`config.mk`:
```
export PLATFORM = sky130hd
export DESIGN_NAME = prot_ind
export DESIGN_NICKNAME = d
export VERILOG_FILES = /design/src/verilog/prot_ind_pkg.sv /design/src/verilog/prot_ind.sv
export SDC_FILE = /design/constraint.sdc
export NUM_CORES = 1
export LEC_CHECK = 0
export BUFFER_PORTS_ARGS = -buffer_cell sky130_fd_sc_hd__buf_4
export CAP_MARGIN = 20
export CORE_MARGIN = 5
export CORE_UTILIZATION = 40
export DETAILED_ROUTE_END_ITERATION = 10
export PLACE_DENSITY = 0.67
export SYNTH_ARGS = -nofsm -noshare
export SYNTH_HDL_FRONTEND = slang
export SYNTH_SLANG_ARGS = --single-unit
export TNS_END_PERCENT = 50
```
`constraint.sdc`:
```
create_clock -name CLK -period 4.86 [get_ports CLK]
set_input_delay 0.243 -clock CLK [delete_from_list [all_inputs] [get_ports CLK]]
set_output_delay 0.243 -clock CLK [all_outputs]
set_load 0.05 [all_outputs]
```
`src/verilog/prot_ind_pkg.sv`:
```
// constants, encodings and register map of the protection indicator block
package prot_ind_pkg;

  // system clock
  localparam longint unsigned CLK_HZ = 200_000_000;

  // times in milliseconds
  localparam longint unsigned FOV_DELAY_MS = 10_000;
  localparam longint unsigned GOV_DELAY_MS = 750;
  localparam longint unsigned REPLAY_MS = 5_000;
  localparam longint unsigned FLASH_HALF_MS = 250;
  localparam longint unsigned SECOND_MS = 1_000;

  // times in clock cycles
  localparam longint unsigned FOV_CYC = FOV_DELAY_MS * CLK_HZ / 1000;
  localparam longint unsigned GOV_CYC = GOV_DELAY_MS * CLK_HZ / 1000;
  localparam longint unsigned REPLAY_CYC = REPLAY_MS * CLK_HZ / 1000;
  localparam longint unsigned FLASH_CYC = FLASH_HALF_MS * CLK_HZ / 1000;
  localparam longint unsigned SECOND_CYC = SECOND_MS * CLK_HZ / 1000;

  // shutdown cause codes, also the nonvolatile record
  typedef enum logic [2:0] {
    CAUSE_NONE = 3'h0,
    CAUSE_FOV = 3'h1,
    CAUSE_GOV = 3'h2,
    CAUSE_LOS = 3'h3,
    CAUSE_OEL = 3'h4,
    CAUSE_UEL = 3'h5
  } cause_t;

  // power-up phases
  typedef enum logic [1:0] {
    ST_BOOT = 2'h0,
    ST_REPLAY = 2'h1,
    ST_RUN = 2'h2
  } phase_t;

  // indicator positions
  localparam int N_LED = 9;
  localparam int LED_FOV = 0;
  localparam int LED_GOV = 1;
  localparam int LED_LOS = 2;
  localparam int LED_OEL = 3;
  localparam int LED_UEL = 4;
  localparam int LED_VARPF = 5;
  localparam int LED_MANUAL = 6;
  localparam int LED_UNDERFREQ = 7;
  localparam int LED_EXCLIM = 8;

  // register byte addresses
  localparam logic [7:0] REG_CONFIG = 8'h00;
  localparam logic [7:0] REG_STATUS = 8'h04;
  localparam logic [7:0] REG_CAUSE = 8'h08;

  // config fields
  localparam int CFG_FOV_EN = 0;
  localparam int CFG_HW_SD_EN = 1;
  localparam int CFG_LOS_MANUAL = 2;
  localparam int CFG_VARPF_EN = 3;
  localparam int CFG_MANUAL_EN = 4;
  localparam int CFG_OEL_DLY_LSB = 8;
  localparam int CFG_UEL_DLY_LSB = 12;
  localparam int DLY_W = 4;
  localparam logic [31:0] CONFIG_RST = 32'h0000_0001;

  // status fields
  localparam int STS_SHUT = 9;
  localparam int STS_CONTACT = 10;
  localparam int STS_MANUAL = 11;
  localparam int STS_PHASE_LSB = 12;

  // cause register fields
  localparam int CSE_LIVE_LSB = 0;
  localparam int CSE_REPLAY_LSB = 4;

endpackage : prot_ind_pkg

```
`src/verilog/prot_ind.sv`:
```
// protection and status indicator logic of the excitation regulator
`timescale 1ns/1ps

// Contract
// - nine indicators, each from its own condition
// - field overvoltage held 10 s lights indicator
// - qualified overexcitation asserts shutdown
// - replay overexcitation shutdown steady for 5 s
// - generator overvoltage held 0.75 s lights indicator
// - generator overvoltage closes contacts; optional shutdown
// - replay generator overvoltage steady for 5 s
// - sensing loss lights indicator, closes contacts
// - sensing loss: shutdown or transfer to manual
// - replay sensing loss flashing for 5 s
// - overexcitation limiting lit until clear or shutdown
// - replay overexcitation limiting flashing for 5 s
// - underexcitation lit until clear or shutdown
// - replay underexcitation flashing for 5 s
// - var/pf indicator: enabled and contact open
// - manual indicator while manual mode operates
// - underfrequency indicator: below setpoint on curve
// - excitation limiting lit only while condition
module prot_ind #(
  parameter logic [31:0] T_FOV = 32'(prot_ind_pkg::FOV_CYC),
  parameter logic [31:0] T_GOV = 32'(prot_ind_pkg::GOV_CYC),
  parameter logic [31:0] T_REPLAY = 32'(prot_ind_pkg::REPLAY_CYC),
  parameter logic [31:0] T_FLASH = 32'(prot_ind_pkg::FLASH_CYC),
  parameter logic [31:0] T_SECOND = 32'(prot_ind_pkg::SECOND_CYC)
) (
  // clock and reset
  input wire logic CLK,
  input wire logic SYS_RST,
  // register port
  input wire logic [7:0] ADDR,
  input wire logic [31:0] WDATA,
  input wire logic WR_EN,
  input wire logic RD_EN,
  output logic [31:0] RDATA,
  // sensing and mode flags
  input wire logic FIELD_OV_FLAG,
  input wire logic GEN_OV_FLAG,
  input wire logic SENSE_LOSS_FLAG,
  input wire logic OEL_FLAG,
  input wire logic UEL_FLAG,
  input wire logic EXC_LIM_FLAG,
  input wire logic UNDERFREQ_FLAG,
  input wire logic VHZ_ACTIVE,
  input wire logic VAR_PF_SELECT_CONTACT,
  // nonvolatile cause store
  input wire prot_ind_pkg::cause_t NV_CAUSE_IN,
  output prot_ind_pkg::cause_t NV_CAUSE,
  output logic NV_WR,
  // panel and plant outputs
  output logic [8:0] LED,
  output logic OUT_CONTACT,
  output logic SHUTDOWN,
  output logic MANUAL_MODE
);
  import prot_ind_pkg::*;

  typedef struct packed {
    phase_t phase;
    logic [31:0] rep_cnt;
    cause_t rep_cause;
    logic [31:0] flash_cnt;
    logic flash;
    logic [31:0] fov_cnt;
    logic [31:0] gov_cnt;
    logic [31:0] oel_cyc;
    logic [DLY_W-1:0] oel_sec;
    logic [31:0] uel_cyc;
    logic [DLY_W-1:0] uel_sec;
    logic shut;
    cause_t cause;
    logic manual_xfer;
    logic [31:0] cfg;
    logic [N_LED-1:0] led;
    logic contact;
    logic manual;
    logic nv_wr;
    logic [31:0] rdata;
  } state_t;

  state_t s;
  state_t next_s;

  // one-second tick and seconds count of a limiter delay
  function automatic logic [DLY_W+31:0] lim_step(
    input logic flag,
    input logic [DLY_W-1:0] sec,
    input logic [31:0] cyc
  );
    logic [DLY_W-1:0] nsec;
    logic [31:0] ncyc;
    nsec = sec;
    ncyc = cyc;
    if (!flag) begin
      nsec = '0;
      ncyc = '0;
    end else if (cyc == T_SECOND - 32'h1) begin
      ncyc = '0;
      if (sec != {DLY_W{1'b1}}) begin
        nsec = sec + {{(DLY_W-1){1'b0}}, 1'b1};
      end
    end else begin
      ncyc = cyc + 32'h1;
    end
    return {nsec, ncyc};
  endfunction : lim_step

  // indicator pattern replayed for a stored cause
  function automatic logic [N_LED-1:0] replay_mask(input cause_t c, input logic fl);
    logic [N_LED-1:0] m;
    m = '0;
    case (c)
      CAUSE_FOV: m[LED_FOV] = 1'b1;
      CAUSE_GOV: m[LED_GOV] = 1'b1;
      CAUSE_LOS: m[LED_LOS] = fl;
      CAUSE_OEL: m[LED_OEL] = fl;
      CAUSE_UEL: m[LED_UEL] = fl;
      default: m = '0;
    endcase
    return m;
  endfunction : replay_mask

  logic live;
  logic fov_on;
  logic fov_q;
  logic gov_q;
  logic oel_exp;
  logic uel_exp;
  logic los_sd;
  logic manual_act;
  cause_t sd_cause;
  logic [N_LED-1:0] led_live;

  always_comb begin
    next_s = s;
    next_s.nv_wr = 1'b0;
    next_s.rdata = '0;
    live = (s.phase != ST_BOOT);

    // power-up phases
    case (s.phase)
      ST_BOOT: begin
        next_s.rep_cause = NV_CAUSE_IN;
        next_s.rep_cnt = '0;
        next_s.phase = (NV_CAUSE_IN == CAUSE_NONE) ? ST_RUN : ST_REPLAY;
      end
      ST_REPLAY: begin
        next_s.rep_cnt = s.rep_cnt + 32'h1;
        if (s.rep_cnt == T_REPLAY - 32'h1) begin
          next_s.phase = ST_RUN;
        end
      end
      ST_RUN: next_s.phase = ST_RUN;
      default: next_s.phase = ST_BOOT;
    endcase

    // flash timebase
    if (s.flash_cnt == T_FLASH - 32'h1) begin
      next_s.flash_cnt = '0;
      next_s.flash = ~s.flash;
    end else begin
      next_s.flash_cnt = s.flash_cnt + 32'h1;
    end

    // field overvoltage qualification
    fov_on = live && s.cfg[CFG_FOV_EN] && FIELD_OV_FLAG;
    fov_q = fov_on && (s.fov_cnt == T_FOV);
    if (!fov_on) begin
      next_s.fov_cnt = '0;
    end else if (s.fov_cnt != T_FOV) begin
      next_s.fov_cnt = s.fov_cnt + 32'h1;
    end

    // generator overvoltage qualification
    gov_q = live && GEN_OV_FLAG && (s.gov_cnt == T_GOV);
    if (!(live && GEN_OV_FLAG)) begin
      next_s.gov_cnt = '0;
    end else if (s.gov_cnt != T_GOV) begin
      next_s.gov_cnt = s.gov_cnt + 32'h1;
    end

    // limiter alarm delays in whole seconds
    {next_s.oel_sec, next_s.oel_cyc} = lim_step(live && OEL_FLAG, s.oel_sec, s.oel_cyc);
    {next_s.uel_sec, next_s.uel_cyc} = lim_step(live && UEL_FLAG, s.uel_sec, s.uel_cyc);
    oel_exp = live && OEL_FLAG && (s.oel_sec >= s.cfg[CFG_OEL_DLY_LSB +: DLY_W]);
    uel_exp = live && UEL_FLAG && (s.uel_sec >= s.cfg[CFG_UEL_DLY_LSB +: DLY_W]);

    // sensing loss action
    los_sd = live && SENSE_LOSS_FLAG && !s.cfg[CFG_LOS_MANUAL];
    if (live && SENSE_LOSS_FLAG && s.cfg[CFG_LOS_MANUAL]) begin
      next_s.manual_xfer = 1'b1;
    end
    manual_act = s.cfg[CFG_MANUAL_EN] || s.manual_xfer;

    // shutdown arbitration, first cause wins and is stored
    if (fov_q) begin
      sd_cause = CAUSE_FOV;
    end else if (gov_q && s.cfg[CFG_HW_SD_EN]) begin
      sd_cause = CAUSE_GOV;
    end else if (los_sd) begin
      sd_cause = CAUSE_LOS;
    end else if (oel_exp) begin
      sd_cause = CAUSE_OEL;
    end else if (uel_exp) begin
      sd_cause = CAUSE_UEL;
    end else begin
      sd_cause = CAUSE_NONE;
    end
    if (!s.shut && sd_cause != CAUSE_NONE) begin
      next_s.shut = 1'b1;
      next_s.cause = sd_cause;
      next_s.nv_wr = 1'b1;
    end

    // live indicators
    led_live = '0;
    if (live) begin
      led_live[LED_FOV] = fov_q || (s.shut && s.cause == CAUSE_FOV);
      led_live[LED_GOV] = gov_q;
      led_live[LED_LOS] = SENSE_LOSS_FLAG;
      led_live[LED_OEL] = OEL_FLAG && !s.shut;
      led_live[LED_UEL] = UEL_FLAG && !s.shut;
      led_live[LED_VARPF] = s.cfg[CFG_VARPF_EN] && !VAR_PF_SELECT_CONTACT;
      led_live[LED_MANUAL] = manual_act;
      led_live[LED_UNDERFREQ] = UNDERFREQ_FLAG && VHZ_ACTIVE;
      led_live[LED_EXCLIM] = EXC_LIM_FLAG;
    end
    next_s.led = led_live;
    if (s.phase == ST_REPLAY) begin
      next_s.led = led_live | replay_mask(s.rep_cause, s.flash);
    end
    next_s.contact = gov_q || (live && SENSE_LOSS_FLAG);
    next_s.manual = manual_act;

    // register port
    if (WR_EN && ADDR == REG_CONFIG) begin
      next_s.cfg = WDATA;
    end
    if (RD_EN) begin
      case (ADDR)
        REG_CONFIG: next_s.rdata = s.cfg;
        REG_STATUS: begin
          next_s.rdata[N_LED-1:0] = s.led;
          next_s.rdata[STS_SHUT] = s.shut;
          next_s.rdata[STS_CONTACT] = s.contact;
          next_s.rdata[STS_MANUAL] = s.manual;
          next_s.rdata[STS_PHASE_LSB +: 2] = s.phase;
        end
        REG_CAUSE: begin
          next_s.rdata[CSE_LIVE_LSB +: 3] = s.cause;
          next_s.rdata[CSE_REPLAY_LSB +: 3] = s.rep_cause;
        end
        default: next_s.rdata = '0;
      endcase
    end
  end

  always_ff @(posedge CLK) begin
    if (SYS_RST) begin
      s <= '0;
      s.cfg <= CONFIG_RST;
    end else begin
      s <= next_s;
    end
  end

  assign RDATA = s.rdata;
  assign LED = s.led;
  assign OUT_CONTACT = s.contact;
  assign SHUTDOWN = s.shut;
  assign MANUAL_MODE = s.manual;
  assign NV_WR = s.nv_wr;
  assign NV_CAUSE = s.cause;
endmodule : prot_ind

```
==> out/metrics.yaml <==
outcome:
  outcome: "complete, no violations"
power_and_ir_drop:
  p_int_mw: 4.09
  ir_worst_vdd_v: 0.000263
  power_per_cell_area_nw_per_um2: 372
  swShare_pct: 26.7
  p_seq_share_pct: 44.4
  leakage_nw: 5.14
  comb_power_share_pct: 12.4
  net-switching-power_mw: 1.49
  clkPwrFrac_pct: 43.3
clock_tree:
  cts_tree: "built"
  cts_made_buffers: 31
  cts_max_path_buffers: 3
  htreeDepth: 1
  clock_latency_ns: 0.56
  cts_root_buffer: "clkbuf_16"
  cts.sinks: 287
  ctsResizeCount: 0
  clkSlewWorstSetupHoldPaths_ns: 0.06
min_path:
  holdPathStages: 2
  hold_path_class: "in -> reg"
  hp-start: "SYS_RST"
  hold_end: "s[260]"
setup_path:
  reg2regPathDepth: 8
  cp-end-kind: "flop"
  reg2reg_to: "s[276]"
  start_kind: "flop"
  path_max_fanout: 19
  worst_ep_required_time_ns: 5.36
  r2r-start: "s[286]"
  arrival_ns: 3.37
  critPathSlowestCell: "or4_1"
  max_stage_delay_ns: 0.66
  r2r_slack_ns: 1.99
  cp_cell_sequence: "inv_1, ha_1, nand3_1, or4_1, nor3_4, and4_1, mux2_2, nor2_1"
  timing_worst_setup_path_type: "reg -> reg"
floorplan:
  initial_core_util_pct: 40.5
  die-height_um: 189
  rows: 65
  die_w_um: 189
  core_area_um2: 31500
  boundaryPins: 104
  die_area_um2: 35500
yosys:
  yosys-top-cells-count: "287 x dfxtp_1, 251 x nor2_1, 152 x nand2_1, 82 x xor2_1, 81 x nand3_1"
  syn_inst: 1499
  synth_area_leaders: "dfxtp_1 45%, nor2_1 7.4%, xor2_1 5.6%"
  async_reset_ff_share_pct: 0
  synth_area_leader_cell: "dfxtp_1"
  netlist_area_um2: 12700
  synth_warnings: 0
  ys_seq_area_share_pct: 45.1
  synth_top_area_share_pct: 45.1
  synth_ff_type: "dfxtp_1"
  yosysUniqueCellTypes: 57
  ys_seq_elements: 287
  synth.most_common_cell: "dfxtp_1"
  synth_nets: 1576
  synth_edf_count: 0
  syn_area_per_cell_um2: 8.50
global_route:
  track_usage_pct: 16.0
  first_global_vias: 9692
  grt_pass1_wl_mm: 48.5
  grt_overflow_total: 0
  antenna_found_initial: 1
  grt_max_degree: 46
timing:
  worst_slew_pin_slew_ns: 1.05
  fmax_ghz: 0.348
  timing.final.crit_share_pct: 59.1
  max_slew_margin_pct: 29.7
  hold_viol_final: 0
  rsz0062_at_grt: "false"
  period_needed_ns: 2.87
  hold_ws_ns: 0.108
  maxSlewViolCount: 0
  finalClockSkew_ns: 0.00828
  setup_viol: 0
  fin_tns_setup_ns: 0
cells_and_area:
  nets: 1657
  drive_gt1_share_pct: 11.9
  stdcell_area_um2: 15000
  synthToLayoutAreaGrowth_pct: 17.5
job:
  cap_violations: 0
route:
  first_iter_violations: 560
  finalWirelength_mm: 29.4
  viasPerCell: 5.12
  dr_total_vias: 10300
  first_pass_iters: 5
  ant_nets: 0
  wl_per_cell_um: 14.6
  drc: 0
placement:
  port_buffers: 103
  postPlaceCellArea_um2: 13500
  dp_hpwl_mm: 20.7
  gp_congestion: 0.817
-- power by group through the flow --
stage               combinational (mW)  sequential [mW]  clock [mW]
floorplan                        0.477             2.52           0
global placement                 0.653             2.52           0
detailed placement               0.663             2.52           0
CTS                              0.693             2.47        2.47
global route                     0.750             2.48        2.58
finish                           0.689             2.47        2.41
-- routing by layer --
layer | GRT usage, % | wire length (µm)
met5 | 0 | 0
met4 | 4.68 | 780
met3 | 2.30 | 1150
met2 | 26.7 | 13600
met1 | 21.7 | 13800
-- cell type report --
type                    count  area [µm²]
diodes                      1        2.50
clock buffers              45         878
clock inverters            13         173
fillers                  2999       16500
inverters                  45         169
multi-input cells        1066        6280
flip-flops and latches    287        5750
well taps                 402         503
repair buffers            149        1220
-- critical path, delay by kind of cell (launching register included) --
family / cells / cell delay (ns)
multiplexers: 1 / 0.32
AND/OR/NAND/NOR: 5 / 1.50
adder cells (fa/ha/maj): 1 / 0.54
buffers and inverters: 1 / 0.10
flip-flops: 1 / 0.34
-- placed cells by master, fill, tap and decap left out, types with 33 or more instances in the layout --
cell,count
nor3_1,33
nand3_1,81
dlygate4sd3_1,42
dfxtp_1,287
buf_4,107
nor2_1,251
xnor2_1,65
nand4_1,58
xor2_1,82
inv_1,43
nand2_1,152
a21oi_1,76
-- sequential cells by signal, summed over array words and instances, names as in the netlist --
signal       cells
LED              9
NV_WR            1
RDATA           32
MANUAL_MODE      1
s              239
NV_CAUSE         3
OUT_CONTACT      1
SHUTDOWN         1
-- how the worst max path moves through the flow --
stage                       from      to  slack [ns]  cells after the start
after floorplan           s[285]  s[276]        2.61                      9
after global placement    s[286]  s[276]        2.10                      8
after detailed placement  s[285]  s[276]        2.03                      7
after CTS                 s[286]  s[276]        2.00                      8
after global routing      s[286]  s[276]        1.80                      8
final                     s[286]  s[276]        1.99                      8
-- through the flow --
stage | cells | total power, mW | worst slack [ns] | util [%]
finish | 2008 | 5.58 | 1.99 | 47.6
global route | 2008 | 5.81 | 1.80 | 47.6
CTS | 2007 | 5.64 | 2.00 | 47.6
detailed placement | 1907 | 3.19 | 2.03 | 42.9
global placement | 1907 | 3.18 | 2.10 | 42.9
floorplan | 1499 | 3.00 | 2.61 | -
-- repair_timing --
action | CTS | global route
buffers inserted | 0 | 0
endpoints found under the hold margin | 43 | 0
hold buffers | 42 | 0
-- logic make-up (layout without fill, tap and decap cells) --
| kind of cell | count (synthesis) | in the layout | share of synthesized area, % |
|---|---|---|---|
| xor+xnor | 147 | 147 | 10.1 |
| other cells | 0 | 1 | 0 |
| buf+inv | 146 | 252 | 5.67 |
| fa+ha+maj | 21 | 21 | 2.06 |
| simple gates | 745 | 745 | 29.1 |
| flops | 287 | 287 | 45.1 |
| mux | 34 | 34 | 2.78 |
| compound gates | 119 | 119 | 5.27 |
Power figures use the tool's default switching activity.
